<file path="src/cee_pkg.sv">
// Shared constants, encodings and helper functions of the exception unit.
`default_nettype none
package cee_pkg;
  localparam int unsigned CEE_XLEN   = 32;
  localparam int unsigned CEE_WB_AW  = 4;
  localparam int unsigned CEE_BANKS  = 5;
  localparam int unsigned CEE_BANK_W = 3;

  // Processor state codes.
  localparam logic [4:0] CEE_MODE_USR = 5'h10;
  localparam logic [4:0] CEE_MODE_FIQ = 5'h11;
  localparam logic [4:0] CEE_MODE_IRQ = 5'h12;
  localparam logic [4:0] CEE_MODE_SVC = 5'h13;
  localparam logic [4:0] CEE_MODE_ABT = 5'h17;
  localparam logic [4:0] CEE_MODE_UND = 5'h1B;

  // Status word bit positions.
  localparam int unsigned CEE_BIT_T = 5;
  localparam int unsigned CEE_BIT_F = 6;
  localparam int unsigned CEE_BIT_I = 7;

  localparam logic [31:0] CEE_CSW_RESET     = 32'h000000D3;
  localparam logic [31:0] CEE_CSW_USER_MASK = 32'hF0000000;
  localparam logic [31:0] CEE_CSW_PRIV_MASK = 32'hF00000DF;

  // Vectors.
  localparam logic [31:0] CEE_VEC_RESET = 32'h00000000;
  localparam logic [31:0] CEE_VEC_UNDEF = 32'h00000004;
  localparam logic [31:0] CEE_VEC_SWC   = 32'h00000008;
  localparam logic [31:0] CEE_VEC_FETCH = 32'h0000000C;
  localparam logic [31:0] CEE_VEC_LDST  = 32'h00000010;
  localparam logic [31:0] CEE_VEC_IRQ   = 32'h00000018;
  localparam logic [31:0] CEE_VEC_FIQ   = 32'h0000001C;

  // Return address offsets.
  localparam logic [31:0] CEE_OFF_NARROW = 32'h00000002;
  localparam logic [31:0] CEE_OFF_WIDE   = 32'h00000004;
  localparam logic [31:0] CEE_OFF_LDST   = 32'h00000008;

  // Exception causes.
  localparam logic [2:0] CEE_CAUSE_NONE  = 3'h0;
  localparam logic [2:0] CEE_CAUSE_RESET = 3'h1;
  localparam logic [2:0] CEE_CAUSE_UNDEF = 3'h2;
  localparam logic [2:0] CEE_CAUSE_SWC   = 3'h3;
  localparam logic [2:0] CEE_CAUSE_FETCH = 3'h4;
  localparam logic [2:0] CEE_CAUSE_LDST  = 3'h5;
  localparam logic [2:0] CEE_CAUSE_IRQ   = 3'h6;
  localparam logic [2:0] CEE_CAUSE_FIQ   = 3'h7;

  // Transfer kinds.
  localparam logic [1:0] CEE_XFER_NONE   = 2'h0;
  localparam logic [1:0] CEE_XFER_SINGLE = 2'h1;
  localparam logic [1:0] CEE_XFER_SWAP   = 2'h2;
  localparam logic [1:0] CEE_XFER_MULTI  = 2'h3;

  // Register map.
  localparam logic [3:0] CEE_REG_CSW   = 4'h0;
  localparam logic [3:0] CEE_REG_SAVED = 4'h4;
  localparam logic [3:0] CEE_REG_LINK  = 4'h8;
  localparam logic [3:0] CEE_REG_CAUSE = 4'hC;

  typedef enum logic [3:0] {
    CEE_ST_RSTENT = 4'b0001,
    CEE_ST_IDLE   = 4'b0010,
    CEE_ST_RET    = 4'b0100,
    CEE_ST_WBRD   = 4'b1000
  } cee_state_t;

  // Bank slot of a mode; user and system modes have none.
  function automatic logic [3:0] ceeBankOf(input logic [4:0] mode);
    case (mode)
      CEE_MODE_FIQ: ceeBankOf = 4'h8;
      CEE_MODE_IRQ: ceeBankOf = 4'h9;
      CEE_MODE_SVC: ceeBankOf = 4'hA;
      CEE_MODE_ABT: ceeBankOf = 4'hB;
      CEE_MODE_UND: ceeBankOf = 4'hC;
      default:      ceeBankOf = 4'h0;
    endcase
  endfunction

  // Expands byte selects into a bit mask.
  function automatic logic [31:0] ceeSelMask(input logic [3:0] sel);
    ceeSelMask = {{8{sel[3]}}, {8{sel[2]}}, {8{sel[1]}}, {8{sel[0]}}};
  endfunction
endpackage
`default_nettype wire

</file>
<file path="src/cee_exception_unit.sv">
// Exception entry and exit logic with its Wishbone register port.
// What this block does
// - Entry writes the banked link register with the PC plus a cause offset.
// - Wide traps save PC+4, compact PC+2; interrupts/fetch PC+4; load/store PC+8.
// - Entry copies the current status word into the target mode's saved word.
// - Entry overwrites the state code field with the exception's mode.
// - State codes: fast 10001, normal 10010, supervisor 10011, fault 10111, 11011.
// - Entry redirects fetch to the exception vector.
// - Vectors 0x00 to 0x1C by cause, 0x14 unused.
// - Entry clears the compact-state flag as the vector loads.
// - Entry sets the normal mask, and on fast entry also the fast mask, to prevent uncontrolled nesting.
// - Status restore returns the compact flag to its saved value.
// - Subtracting return restores PC from link minus the 4-bit return offset, and status.
// - Coinciding exceptions are serviced in fixed priority.
// - Order: reset, load/store, fast, normal, fetch, then trap or call.
// - Fast request is active low, sampled at instruction end when unmasked.
// - With sync select low requests pass a synchroniser delay first.
// - Fast mask blocks fast requests; user mode cannot change it.
// - Normal request ranks below fast and is masked on fast entry.
// - Normal mask blocks normal requests; only privileged modes change it.
// - Abort input sampled in memory cycles, classed as fetch or data fault.
// - Fetch fault tags instruction; raised only if it reaches the head.
// - Faulted single-word transfer still performs base write-back.
// - Faulted atomic swap leaves all state unchanged.
// - Faulted multi transfer completes, writes base, blocks later overwrites.
// - Software call enters supervisor; its return restores PC and status.
// - Unexecutable instruction takes the unknown-opcode trap.
// - Reset release: supervisor, both masks set, compact clear, fetch from zero.
//
// Our own choices: the Wishbone register port and the register offsets.
`default_nettype none
`timescale 1ns/100ps
module cee_exception_unit
  import cee_pkg::*;
(
  // Clock and reset.
  input  wire logic                    core_clk,
  input  wire logic                    reset,
  // Interrupt request pins.
  input  wire logic                    fast_request_low_in,
  input  wire logic                    normal_request_low_in,
  input  wire logic                    request_sync_select,
  // Memory abort and cycle type.
  input  wire logic                    abortIn,
  input  wire logic                    fetchCycle,
  input  wire logic                    dataCycle,
  input  wire logic [1:0]              xferKind,
  input  wire logic                    xferWriteBack,
  // Pipeline.
  input  wire logic                    instrEnd,
  input  wire logic [cee_pkg::CEE_XLEN-1:0] instrPc,
  input  wire logic                    unknownOpcode,
  input  wire logic                    softwareCall,
  input  wire logic                    pipeFlush,
  // Return request.
  input  wire logic                    retReq,
  input  wire logic [3:0]              retOffset,
  // Fetch redirect and status.
  output logic                         fetchRedirect_q,
  output logic [cee_pkg::CEE_XLEN-1:0] fetchAddr_q,
  output logic [cee_pkg::CEE_XLEN-1:0] statusWord_q,
  output logic                         exceptionTaken_q,
  output logic [2:0]                   lastCause_q,
  output logic                         busy_q,
  // Transfer side effects.
  output logic                         regWriteBlock_q,
  output logic                         baseWbAllow_q,
  // Wishbone slave.
  input  wire logic                    wb_cyc_i,
  input  wire logic                    wb_stb_i,
  input  wire logic                    wb_we_i,
  input  wire logic [cee_pkg::CEE_WB_AW-1:0] wb_adr_i,
  input  wire logic [3:0]              wb_sel_i,
  input  wire logic [cee_pkg::CEE_XLEN-1:0] wb_dat_i,
  output logic [cee_pkg::CEE_XLEN-1:0] wb_dat_o,
  output logic                         wb_ack_o
);
  import cee_pkg::*;

  cee_state_t        state_q, state_d;
  logic [31:0]       csw_d;
  logic              redirect_d, taken_d, busy_d, ack_d;
  logic [31:0]       fetchAddr_d, wbDat_d;
  logic [2:0]        cause_d;
  logic [1:0]        fetchTag_q, fetchTag_d;
  logic              dataFault_q, dataFault_d;
  logic              regBlock_d, baseWb_d;
  logic [3:0]        retOff_q, retOff_d;
  logic              fastReq, normalReq;
  logic [3:0]        bankSlot;
  logic [2:0]        memAddr;
  logic              memWe;
  logic [31:0]       linkWr, savedWr, linkRd, savedRd;
  logic              wbReq;
  logic [2:0]        pick;
  logic [31:0]       wrMask;

  cee_req_sync u_fast_sync (
    .core_clk   (core_clk),
    .reset      (reset),
    .reqLow     (fast_request_low_in),
    .syncSelect (request_sync_select),
    .req        (fastReq)
  );

  cee_req_sync u_normal_sync (
    .core_clk   (core_clk),
    .reset      (reset),
    .reqLow     (normal_request_low_in),
    .syncSelect (request_sync_select),
    .req        (normalReq)
  );

  cee_bank_mem #(.WIDTH(CEE_XLEN), .DEPTH(CEE_BANKS), .AW(CEE_BANK_W)) u_link_mem (
    .core_clk (core_clk),
    .addr     (memAddr),
    .wrEn     (memWe),
    .wrData   (linkWr),
    .rdData_q (linkRd)
  );

  cee_bank_mem #(.WIDTH(CEE_XLEN), .DEPTH(CEE_BANKS), .AW(CEE_BANK_W)) u_saved_mem (
    .core_clk (core_clk),
    .addr     (memAddr),
    .wrEn     (memWe),
    .wrData   (savedWr),
    .rdData_q (savedRd)
  );

  // Highest pending cause at the end of an instruction.
  always_comb begin
    pick = CEE_CAUSE_NONE;
    if (dataFault_q || (dataCycle && abortIn)) begin
      pick = CEE_CAUSE_LDST;
    end else if (fastReq && !statusWord_q[CEE_BIT_F]) begin
      pick = CEE_CAUSE_FIQ;
    end else if (normalReq && !statusWord_q[CEE_BIT_I]) begin
      pick = CEE_CAUSE_IRQ;
    end else if (fetchTag_q[1]) begin
      pick = CEE_CAUSE_FETCH;
    end else if (unknownOpcode) begin
      pick = CEE_CAUSE_UNDEF;
    end else if (softwareCall) begin
      pick = CEE_CAUSE_SWC;
    end
  end

  always_comb begin
    wbReq    = wb_cyc_i && wb_stb_i && !wb_ack_o;
    bankSlot = ceeBankOf(statusWord_q[4:0]);
    // Privileged modes may change masks and mode; user mode only the flags.
    wrMask   = ((statusWord_q[4:0] == CEE_MODE_USR) ? CEE_CSW_USER_MASK
                : CEE_CSW_PRIV_MASK) & ceeSelMask(wb_sel_i);
  end

  always_comb begin
    logic [4:0]  newMode;
    logic [31:0] vec;
    logic [31:0] off;
    logic [3:0]  slot;
    newMode     = CEE_MODE_SVC;
    vec         = CEE_VEC_RESET;
    off         = CEE_OFF_WIDE;
    slot        = bankSlot;
    state_d     = state_q;
    csw_d       = statusWord_q;
    redirect_d  = 1'b0;
    taken_d     = 1'b0;
    ack_d       = 1'b0;
    fetchAddr_d = fetchAddr_q;
    wbDat_d     = wb_dat_o;
    cause_d     = lastCause_q;
    retOff_d    = retOff_q;
    memWe       = 1'b0;
    linkWr      = instrPc;
    savedWr     = statusWord_q;
    case (state_q)
      CEE_ST_RSTENT: begin
        // Saved link value is left undefined by design; the PC is stored.
        slot        = ceeBankOf(CEE_MODE_SVC);
        memWe       = 1'b1;
        fetchAddr_d = CEE_VEC_RESET;
        redirect_d  = 1'b1;
        taken_d     = 1'b1;
        cause_d     = CEE_CAUSE_RESET;
        state_d     = CEE_ST_IDLE;
      end
      CEE_ST_IDLE: begin
        if (instrEnd && (pick != CEE_CAUSE_NONE)) begin
          case (pick)
            CEE_CAUSE_LDST: begin
              newMode = CEE_MODE_ABT;
              vec     = CEE_VEC_LDST;
              off     = CEE_OFF_LDST;
            end
            CEE_CAUSE_FIQ: begin
              newMode = CEE_MODE_FIQ;
              vec     = CEE_VEC_FIQ;
            end
            CEE_CAUSE_IRQ: begin
              newMode = CEE_MODE_IRQ;
              vec     = CEE_VEC_IRQ;
            end
            CEE_CAUSE_FETCH: begin
              newMode = CEE_MODE_ABT;
              vec     = CEE_VEC_FETCH;
            end
            CEE_CAUSE_UNDEF: begin
              newMode = CEE_MODE_UND;
              vec     = CEE_VEC_UNDEF;
              off     = statusWord_q[CEE_BIT_T] ? CEE_OFF_NARROW : CEE_OFF_WIDE;
            end
            default: begin
              newMode = CEE_MODE_SVC;
              vec     = CEE_VEC_SWC;
              off     = statusWord_q[CEE_BIT_T] ? CEE_OFF_NARROW : CEE_OFF_WIDE;
            end
          endcase
          slot               = ceeBankOf(newMode);
          memWe              = 1'b1;
          linkWr             = instrPc + off;
          savedWr            = statusWord_q;
          csw_d[4:0]         = newMode;
          csw_d[CEE_BIT_T]   = 1'b0;
          csw_d[CEE_BIT_I]   = 1'b1;
          if (pick == CEE_CAUSE_FIQ) begin
            csw_d[CEE_BIT_F] = 1'b1;
          end
          fetchAddr_d        = vec;
          redirect_d         = 1'b1;
          taken_d            = 1'b1;
          cause_d            = pick;
        end else if (retReq && (bankSlot != 4'h0)) begin
          retOff_d = retOffset;
          state_d  = CEE_ST_RET;
        end else if (wbReq) begin
          case (wb_adr_i)
            CEE_REG_CSW: begin
              ack_d   = 1'b1;
              wbDat_d = statusWord_q;
              if (wb_we_i) begin
                csw_d = (statusWord_q & ~wrMask) | (wb_dat_i & wrMask);
              end
            end
            CEE_REG_SAVED, CEE_REG_LINK: begin
              if (wb_we_i) begin
                ack_d   = 1'b1;
                memWe   = (bankSlot != 4'h0);
                linkWr  = (wb_adr_i == CEE_REG_LINK) ? wb_dat_i : linkRd;
                savedWr = (wb_adr_i == CEE_REG_SAVED) ? wb_dat_i : savedRd;
                state_d = CEE_ST_WBRD;
                ack_d   = 1'b0;
              end else begin
                state_d = CEE_ST_WBRD;
              end
            end
            CEE_REG_CAUSE: begin
              ack_d   = 1'b1;
              wbDat_d = {29'h0, lastCause_q};
            end
            default: begin
              ack_d   = 1'b1;
              wbDat_d = 32'h0;
            end
          endcase
        end
      end
      CEE_ST_RET: begin
        fetchAddr_d = linkRd - {28'h0, retOff_q};
        csw_d       = savedRd;
        redirect_d  = 1'b1;
        state_d     = CEE_ST_IDLE;
      end
      CEE_ST_WBRD: begin
        ack_d   = 1'b1;
        wbDat_d = (bankSlot == 4'h0) ? 32'h0
                  : ((wb_adr_i == CEE_REG_LINK) ? linkRd : savedRd);
        state_d = CEE_ST_IDLE;
      end
      default: begin
        state_d = CEE_ST_IDLE;
      end
    endcase
    memAddr = slot[2:0];
    busy_d  = (state_d != CEE_ST_IDLE);
  end

  // Fault tracking and transfer side effects.
  always_comb begin
    fetchTag_d  = fetchTag_q;
    dataFault_d = dataFault_q;
    regBlock_d  = regWriteBlock_q;
    if (fetchCycle) begin
      fetchTag_d = {fetchTag_q[0], abortIn};
    end
    if (pipeFlush || redirect_d) begin
      fetchTag_d = 2'b00;
    end
    if (taken_d && (cause_d == CEE_CAUSE_LDST)) begin
      dataFault_d = 1'b0;
    end
    if (instrEnd) begin
      regBlock_d = 1'b0;
    end
    if (dataCycle && abortIn) begin
      dataFault_d = !(instrEnd && state_q == CEE_ST_IDLE);
      if ((xferKind == CEE_XFER_MULTI) || (xferKind == CEE_XFER_SWAP)) begin
        regBlock_d = 1'b1;
      end
    end
    baseWb_d = xferWriteBack && ((xferKind == CEE_XFER_SINGLE) ||
                                 (xferKind == CEE_XFER_MULTI));
  end

  always_ff @(posedge core_clk or posedge reset) begin
    if (reset) begin
      state_q          <= CEE_ST_RSTENT;
      statusWord_q     <= CEE_CSW_RESET;
      fetchRedirect_q  <= 1'b0;
      fetchAddr_q      <= CEE_VEC_RESET;
      exceptionTaken_q <= 1'b0;
      lastCause_q      <= CEE_CAUSE_NONE;
      busy_q           <= 1'b1;
      retOff_q         <= 4'h0;
      fetchTag_q       <= 2'b00;
      dataFault_q      <= 1'b0;
      regWriteBlock_q  <= 1'b0;
      baseWbAllow_q    <= 1'b0;
      wb_dat_o         <= 32'h0;
      wb_ack_o         <= 1'b0;
    end else begin
      state_q          <= state_d;
      statusWord_q     <= csw_d;
      fetchRedirect_q  <= redirect_d;
      fetchAddr_q      <= fetchAddr_d;
      exceptionTaken_q <= taken_d;
      lastCause_q      <= cause_d;
      busy_q           <= busy_d;
      retOff_q         <= retOff_d;
      fetchTag_q       <= fetchTag_d;
      dataFault_q      <= dataFault_d;
      regWriteBlock_q  <= regBlock_d;
      baseWbAllow_q    <= baseWb_d;
      wb_dat_o         <= wbDat_d;
      wb_ack_o         <= ack_d;
    end
  end
endmodule // cee_exception_unit
`default_nettype wire

</file>
<file path="src/cee_bank_mem.sv">
// Small banked word store with a registered read port.
`default_nettype none
`timescale 1ns/100ps
module cee_bank_mem #(
  parameter int unsigned WIDTH = 32,
  parameter int unsigned DEPTH = 5,
  parameter int unsigned AW    = 3
) (
  // Clock.
  input  wire logic             core_clk,
  // Access port.
  input  wire logic [AW-1:0]    addr,
  input  wire logic             wrEn,
  input  wire logic [WIDTH-1:0] wrData,
  output logic      [WIDTH-1:0] rdData_q
);
  if (DEPTH > (1 << AW)) begin : g_bad_depth
    $error("cee_bank_mem: DEPTH does not fit AW");
  end

  logic [WIDTH-1:0] store [DEPTH];
  logic [WIDTH-1:0] rdData_d;

  always_comb begin
    rdData_d = (32'(addr) < DEPTH) ? store[addr] : '0;
  end

  always_ff @(posedge core_clk) begin
    if (wrEn && (32'(addr) < DEPTH)) begin
      store[addr] <= wrData;
    end
    rdData_q <= rdData_d;
  end
endmodule // cee_bank_mem
`default_nettype wire

</file>
<file path="src/cee_req_sync.sv">
// Request synchroniser that adds delay only for asynchronous requests.
`default_nettype none
`timescale 1ns/100ps
module cee_req_sync (
  // Clock and reset.
  input  wire logic core_clk,
  input  wire logic reset,
  // Request.
  input  wire logic reqLow,
  input  wire logic syncSelect,
  output logic      req
);
  logic stage1_q;
  logic stage2_q;

  always_ff @(posedge core_clk or posedge reset) begin
    if (reset) begin
      stage1_q <= 1'b0;
      stage2_q <= 1'b0;
    end else begin
      stage1_q <= ~reqLow;
      stage2_q <= stage1_q;
    end
  end

  always_comb begin
    req = syncSelect ? ~reqLow : stage2_q;
  end
endmodule // cee_req_sync
`default_nettype wire

</file>
<file path="config.mk">
export PLATFORM = sky130hd
export DESIGN_NAME = cee_exception_unit
export DESIGN_NICKNAME = d
export VERILOG_FILES = /design/src/cee_pkg.sv /design/src/cee_exception_unit.sv /design/src/cee_bank_mem.sv /design/src/cee_req_sync.sv
export SDC_FILE = /design/constraint.sdc
export NUM_CORES = 1
export LEC_CHECK = 0
export BUFFER_PORTS_ARGS = -buffer_cell sky130_fd_sc_hd__buf_4
export CAP_MARGIN = 0
export CORE_AREA = 8 8 233 235
export DETAILED_ROUTE_END_ITERATION = 12
export DIE_AREA = 0 0 241 243
export PLACE_DENSITY = 0.64
export SETUP_SLACK_MARGIN = 0.02
export SLEW_MARGIN = 30
export SYNTH_ARGS = -nofsm -noshare
export SYNTH_HDL_FRONTEND = slang
export SYNTH_HIERARCHICAL = 1
export SYNTH_SLANG_ARGS = --single-unit
</file>
<file path="constraint.sdc">
create_clock -name core_clk -period 5.7 [get_ports core_clk]
set_input_delay 0.57 -clock core_clk [delete_from_list [all_inputs] [get_ports core_clk]]
set_output_delay 0.57 -clock core_clk [all_outputs]
set_load 0.01 [all_outputs]
</file>
==> flow_summary.ini, run 1 <==
[routing]
detail_route.iter0.violations = 1638
first_pass_iters = 5
drc = 0
met1Wirelength_mm = 28.7
detail-route-antenna-nets = 0
routed_wire_length_per_instance_um = 25.7
totalWireLength_mm = 69.7
dr.max_layer_used = met4
wl_met2_mm = 32.4
route.met3.wl_mm = 5.25
detail_route.vias_per_cell = 5.85
vias = 15900

[cells_and_area]
layout.cells.most_common = edfxtp_1
most_frequent_cells_in_the_layout = 320 x edfxtp_1, 250 x buf_4, 171 x nand2_1, 140 x mux2i_1, 119 x nor2_1
final_cells = 2715
final_layout_size_suffix_gt1_share_pct = 23.4
layout-area-overhead-vs-synth_pct = 18.5
finish.net_count = 2098

[clock_tree]
clk_pin_slew_ns = 0.06
number_of_cts_inserted_buffers = 51
clock-root-buffer = clkbuf_16
post_cts.resized_instances = 0
tritoncts = built
tritoncts_num_sinks = 504
ctsHtreeMaxLevel = 2
clock_path_buffers = 3
worstSkewPairLatency_ns = 0.60

[timing]
timing_worst_slew_pin_value_ns = 0.982
rsz_0062_raised_after_global_routing = false
timing_hold_violations_final = 0
timing.max_slew.rel_slack_pct = 34.5
final_min_period_over_clock_period_pct = 78.1
finClkSkew_ns = 0.0211
max_freq_mhz = 225
final_critical_delay_including_setup_and_external_delays_ns = 4.45
final_max_slew_viol_count = 0
setup-tns-final_ns = 0
setup_viol = 0

[placed_design]
dp.final_hpwl_mm = 49.0
place.port_buffers = 197
routability_congestion_estimate_from_global_placement = 0.948
numPlacedInstances = 2616

[power_and_ir_drop]
internal_power_mw = 8.21
p_comb_share_pct = 27.8
pwr_per_cell_area_nw_per_um2 = 467
p_switching_mw = 4.21
seq_power_share_pct = 43.8
power.share.clock_pct = 28.4
static-leakage-power_nw = 9.87
vdd_drop_max_v = 0.000248
p_sw_share_pct = 33.9

[critical_path]
worst_r2r_path_depth = 12
cp_top_delay_family = simple AND/OR/NAND/NOR gates
highest_net_fanout_along_the_worst_path = 8
worstSetupStartpointType = register
worstPathRequired_ns = 6.00
crit_cells = 12
crit_arrival_ns = 4.76
timing_worst_setup_path_type = register to register
crit_buf_inv = 0
cp_slowest_cell = nor3_1
timing.critical_path.slowest_cell_delay_ns = 0.68
crit_path_cell_trace = nand2b_1 > nand3_1 > nor2_1 > and2_1 > nor2_1 > ha_1 > a211oi_1 > nor3_1 > nand3_1 > nor4_1 > nor3_1 > a221oi_1
crit_path_end_kind = register

[synth]
asyncSetResetFlopFracSynth_pct = 23.8
synth_cells = 1785
synthesis.area_per_instance_um2 = 12.6
synth.net_count = 1893
netlist_area_um2 = 22400
yosys_warnings = 6
yosys_cell_types = 82
predominant_post_synthesis_flop_cell = edfxtp_1
edff_count_synth = 320
synth-seq-area-share_pct = 61.9
postSynthRegisterBits = 504

[global_routing]
grt_overflow = 0
grt_first_pass_wirelength_mm = 102
number_of_antenna_violations_at_the_first_check_in_global_routing = 2
grt_max_degree = 66
groute.usage.overall_pct = 23.2
grt_pass1_vias = 15700

[floorplanning]
dieWidth_um = 241
start_util_pct = 44.3
ios = 200
die-area_um2 = 58600
rows = 83
core_region_area_um2 = 50700
die_height_um = 243

[outcome]
run_status = finished, final reports clean

[worst_hold_path]
hp-class = input pin to register
hold_path_depth = 2

[flow_run]
max_cap_violations = 0
==> state kept, by name (all words and copies together), names as in the netlist, 2 cells and up, named ones only <==
register	count
u_link_mem/store	160
u_saved_mem/store	160
fetchAddr_q	32
u_link_mem/rdData_q	32
u_saved_mem/rdData_q	32
wb_dat_o	32
statusWord_q	24
retOff_q	4
state_q	4
lastCause_q	3
fetchTag_q	2
==> power groups by stage <==
stage | combinational, mW | sequential [mW] | clock, mW
2_1_floorplan | 2.29 | 5.15 | 0
3_3_place_gp | 3.37 | 5.48 | 0
3_5_place_dp | 3.42 | 5.51 | 0
4_1_cts | 3.44 | 5.43 | 3.59
5_1_grt | 3.73 | 5.48 | 3.73
6_report | 3.45 | 5.44 | 3.53
==> worst register-to-register path, cell delays in order, from the launching register on <==
cell and delay (ns):
dfstp_2 0.63, nand2b_1 0.22, nand3_1 0.12, nor2_1 0.23, and2_1 0.23, nor2_1 0.08
ha_1 0.29, a211oi_1 0.08, nor3_1 0.68, nand3_1 0.47, nor4_1 0.48, nor3_1 0.08
a221oi_1 0.57
==> what timing repair did <==
| item | 4_1_cts | 5_1_grt |
|---|---|---|
| endpoints found under the hold margin | 4 | 0 |
| buffers inserted | 0 | 0 |
| hold buffers | 1 | 0 |
==> synthesized netlist by cell type, types with 7 or more instances <==
cell       number  area share [%]
edfxtp_1      320              43
nand2_1       171             2.9
mux2i_1       140             6.2
nor2_1        128             2.1
dfrtp_1       113              13
a21oi_1        97             2.2
o21ai_0        72             1.6
dfxtp_1        64             5.7
nand3_1        52             1.2
mux2_2         48             2.4
a221o_1        47             2.1
clkbuf_1       46            0.77
inv_1          33            0.55
a2bb2oi_1      32             1.2
buf_2          28            0.62
mux2_4         27             1.8
a22oi_1        25            0.84
xnor2_1        23            0.90
nor3_1         19            0.42
o21ai_1        19            0.42
nor4_1         17            0.47
o21ai_2        17            0.66
nor2b_1        16            0.45
buf_6          14            0.70
a32oi_1        13            0.51
o22ai_1        12            0.33
o31ai_1        12            0.40
ha_1           11            0.61
nand4_1        11            0.31
and2_1         10            0.28
nand2b_1       10            0.28
or3_1          10            0.28
a31oi_1         9            0.25
xor2_1          9            0.35
buf_1           8            0.13
dfstp_2         7            0.82
or4_1           7            0.23
==> cell families (layout without fill, tap and decap cells) <==
group,Yosys count,count (layout),share of synthesized area (%)
AO/OA/AOI/OAI,401,401,12.4
XOR/XNOR,32,32,1.25
adder cells (fa/ha/maj),13,13,0.792
buffers and inverters,138,386,3.16
flip-flops,504,504,61.9
multiplexers,217,217,10.6
other,1,3,0.0167
AND/OR/NAND/NOR,479,479,9.90
==> final timing paths <==
path                       slack, ns                           endpoint                        startpoint
max                             1.25  u_link_mem/store[1][30]$_DFFE_PP_       statusWord_q[6]$_DFFE_PP1P_
min                             0.13   u_normal_sync/stage1_q$_DFF_PP0_             normal_request_low_in
max reg2reg                     1.25  u_link_mem/store[1][30]$_DFFE_PP_       statusWord_q[6]$_DFFE_PP1P_
min reg2reg                     0.36   u_normal_sync/stage2_q$_DFF_PP0_  u_normal_sync/stage1_q$_DFF_PP0_
max in group asynchronous       3.65         asynchronous set/reset pin                             reset
min in group asynchronous       0.42   u_normal_sync/stage1_q$_DFF_PP0_                             reset
==> per-layer routing <==
layer / vias to the layer above / global-route usage [%]
met4: 0 / 11.2
met2: 686 / 36.9
li1: 7150 / -
met3: 139 / 3.51
met5: - / 0
met1: 7912 / 30.8
==> metrics by stage <==
| step | area, um2 | hold WS, ns | util [%] | setup slack (ns) | power (mW) |
|---|---|---|---|---|---|
| detailed placement | 24800 | 0.337 | 48.9 | 1.07 | 8.93 |
| global placement | 24800 | 0.347 | 48.9 | 1.10 | 8.85 |
| finish | 26600 | 0.131 | 52.5 | 1.25 | 12.4 |
| floorplan | 22400 | 0.311 | - | 0.813 | 7.44 |
| global route | 26600 | 0.125 | 52.5 | 0.970 | 12.9 |
| CTS | 26600 | 0.105 | 52.5 | 1.38 | 12.5 |
==> area by class of cell <==
cell class | instances | area, um2
Inverter | 34 | 130
Fill cell | 4410 | 24100
Timing Repair Buffer | 256 | 1990
Tap cell | 680 | 851
Sequential cell | 504 | 13900
Clock inverter | 36 | 420
Multi-Input combinational cell | 1143 | 7940
Clock buffer | 60 | 1370
Antenna cell | 2 | 5.00
No activity file was read; power rests on OpenSTA's default activity.
==> run 2, diff against run 1 <==
--- a/config.mk
+++ b/config.mk
@@ -5,12 +5,13 @@
 export SDC_FILE = /design/constraint.sdc
 export NUM_CORES = 1
 export LEC_CHECK = 0
+export ABC_AREA = 1
 export BUFFER_PORTS_ARGS = -buffer_cell sky130_fd_sc_hd__buf_4
 export CAP_MARGIN = 0
-export CORE_AREA = 8 8 233 235
+export CORE_AREA = 8 8 245 247
 export DETAILED_ROUTE_END_ITERATION = 12
-export DIE_AREA = 0 0 241 243
-export PLACE_DENSITY = 0.64
+export DIE_AREA = 0 0 253 255
+export PLACE_DENSITY = 0.63
 export SETUP_SLACK_MARGIN = 0.02
 export SLEW_MARGIN = 30
 export SYNTH_ARGS = -nofsm -noshare
==> constraint.sdc (replaced) <==
create_clock -name core_clk -period 4.7 [get_ports core_clk]
set_input_delay 0.47 -clock core_clk [delete_from_list [all_inputs] [get_ports core_clk]]
set_output_delay 0.47 -clock core_clk [all_outputs]
set_load 0.01 [all_outputs]
==> run 2 against run 1 <==
Against the previous run: critical path type unchanged; via count increased by 26%; non-clock buffer count decreased by 16; worst setup slack worse by 0.61 ns; clock power rose by 18%; sequential power up 14%; sequential share of layout area shrank 4.2 points.
==> flow_summary.ini, run 2 <==
[outcome]
run_status = finished, final reports clean

[synth]
postSynthRegisterBits = 504
netlist_area_um2 = 25000
post-synth-top-area-cell = edfxtp_1
asyncSetResetFlopFracSynth_pct = 23.8
synth.top_cells.by_area = edfxtp_1 38%, nand2_1 13%, dfrtp_1 11%
synth-seq-area-share_pct = 55.7
predominant_post_synthesis_flop_cell = edfxtp_1
synth.net_count = 3006
synth_commonest_cells = 854 x nand2_1, 521 x inv_1, 320 x edfxtp_1
edff_count_synth = 320
synth.most_common_cell = nand2_1
synthesis.area_per_instance_um2 = 8.62
yosys_cell_types = 53
synth_cells = 2898
yosys_warnings = 6
synth_largest_type_area_fraction_pct = 38.5

[routing]
detail_route.iter0.violations = 1745
first_pass_iters = 5
vias = 20100
routed_wire_length_per_instance_um = 19.9
totalWireLength_mm = 77.0
drc = 0
detail-route-antenna-nets = 0
detail_route.vias_per_cell = 5.19

[worst_hold_path]
hold_path_depth = 3
hp-class = input pin to register
holdCritStartpoint = xferKind[0]
min_to = baseWbAllow_q$_DFF_PP0_

[cells_and_area]
layout.cell_area.non_filler_um2 = 29000
layout.cells.most_common = nand2_1
reg.largest.list = u_link_mem/store (160), u_saved_mem/store (160)
final_layout_size_suffix_gt1_share_pct = 14.2
num_antenna_cells = 0
finish.net_count = 3173
layout-area-overhead-vs-synth_pct = 16.0
seqCellArea_um2 = 13900
fin_util_pct = 51.8
multi_input_area_um2 = 8410
final_cells = 3866
num-fill-cells = 5229
most_frequent_cells_in_the_layout = 853 x nand2_1, 520 x inv_1, 320 x edfxtp_1, 251 x nand3_1, 228 x buf_4

[floorplanning]
die-area_um2 = 64500
rows = 87
ios = 200
dieWidth_um = 253
core_region_area_um2 = 56000
die_height_um = 255
start_util_pct = 44.6

[placed_design]
preCtsSetupSlack_ns = 0.573
numPlacedInstances = 3762
place.port_buffers = 197
dp.final_hpwl_mm = 52.7
placement.cell_area_um2 = 27200
routability_congestion_estimate_from_global_placement = 0.930

[timing]
setup_viol = 0
final_critical_delay_including_setup_and_external_delays_ns = 4.06
setup-tns-final_ns = 0
rsz_0062_raised_after_global_routing = false
final_min_period_over_clock_period_pct = 86.3
final_max_slew_viol_count = 0
max_freq_mhz = 246
timing_worst_slew_pin_value_ns = 1.08
post-route-worst-setup-slack_ns = 0.642
timing_hold_violations_final = 0
finClkSkew_ns = 0.0255
fin_worst_hold_slack_ns = 0.0526
timing.max_slew.rel_slack_pct = 27.1

[critical_path]
highest_net_fanout_along_the_worst_path = 32
worstPathRequired_ns = 4.99
cp_slowest_cell = dfstp_2
regToRegSetupSlack_ns = 0.64
cp_top_delay_family = simple AND/OR/NAND/NOR gates
timing_worst_setup_path_type = register to register
critical_path.reg2reg.startpoint = statusWord_q[7]$_DFFE_PP1P_
worstSetupStartpointType = register
crit_arrival_ns = 4.35
crit_path_end_kind = register
rr_endpoint = u_saved_mem/store[1][15]$_DFFE_PP_
crit_buf_inv = 6
worst_r2r_path_depth = 16
timing.critical_path.slowest_cell_delay_ns = 0.56
crit_path_cell_trace = inv_2 > nand2_2 > nand2_1 > inv_1 > nand2_1 > nand2_1 > ha_1 > inv_1 > nor3_1 > inv_1 > o21ai_0 > nand3_1 > nand2_4 > inv_2 > nor3_2 > buf_12

[clock_tree]
clock-root-buffer = clkbuf_16
clk_pin_slew_ns = 0.06
clock_path_buffers = 3
number_of_cts_inserted_buffers = 54
post_cts_repair_setup_buffers = 0
tritoncts = built
ctsHtreeMaxLevel = 2
worstSkewPairLatency_ns = 0.60
tritoncts_num_sinks = 504

[power_and_ir_drop]
p_switching_mw = 5.56
seq_power_share_pct = 41.4
pwr_per_cell_area_nw_per_um2 = 517
power.share.clock_pct = 27.9
static-leakage-power_nw = 13.7
overall_power_mw = 15.0
internal_power_mw = 9.40
vdd_drop_max_v = 0.000339
p_comb_share_pct = 30.7
p_sw_share_pct = 37.1

[global_routing]
grt_max_degree = 128
grt_first_pass_wirelength_mm = 116
grt_pass1_vias = 19400
grt_overflow = 0
number_of_antenna_violations_at_the_first_check_in_global_routing = 0
groute.usage.overall_pct = 23.4

[flow_run]
max_cap_violations = 0
## run 2: cell type report
class,count,share of cell area (%)
sequential,504,48.0
multi-input combinational,1721,29.1
inverter,544,7.06
timing repair buffer,240,6.64
clock buffer,67,5.01
tap,756,3.27
clock inverter,34,0.968
## run 2: logic make-up after synthesis
family,Yosys count,share of synthesized area [%]
mux,3,0.120
flops,504,55.7
other cells,1,0.0150
buf+inv,673,11.2
xor+xnor,33,1.16
compound gates,351,8.71
fa+ha+maj,13,0.711
simple gates,1320,22.4
## run 2: what timing repair did
action / 4_1_cts / 5_1_grt
hold buffers: 3 / 0
setup endpoints to repair: 0 / 0
hold endpoints to repair: 6 / 0
gates resized for setup: 0 / 0
## run 2: how the worst max path moves through the flow
stage	slack (ns)	cells after the start	to	start
floorplan	-0.56	22	u_link_mem/store[0][0]$_DFFE_PP_	fast_request_low_in
global placement	0.60	20	u_saved_mem/store[1][15]$_DFFE_PP_	request_sync_select
detailed placement	0.57	20	u_saved_mem/store[1][16]$_DFFE_PP_	request_sync_select
CTS	0.66	16	u_saved_mem/store[1][11]$_DFFE_PP_	statusWord_q[7]$_DFFE_PP1P_
global route	0.35	26	u_saved_mem/rdData_q[7]$_SDFF_PP0_	fast_request_low_in
finish	0.64	16	u_saved_mem/store[1][15]$_DFFE_PP_	statusWord_q[7]$_DFFE_PP1P_
## run 2: routing by layer
layer,GRT usage (%),part of all wire [%],vias to the layer above
met1,31.9,43,9596
met3,4.51,7.6,125
met4,7.45,2.9,0
met5,0,0,-
met2,37.7,46,754
li1,-,-,9593
## run 2: tightest hold or removal path, cell delays in order
cell     delay, ns
buf_4         0.07
nand2_1       0.04
inv_1         0.04
## run 2: power by group through the flow
stage / clock [mW] / combinational, mW / sequential [mW]
global placement: 0 / 4.46 / 6.26
finish: 4.17 / 4.59 / 6.20
detailed placement: 0 / 4.54 / 6.27
global route: 4.39 / 5.10 / 6.26
floorplan: 0 / 2.99 / 6.05
CTS: 4.24 / 4.56 / 6.19
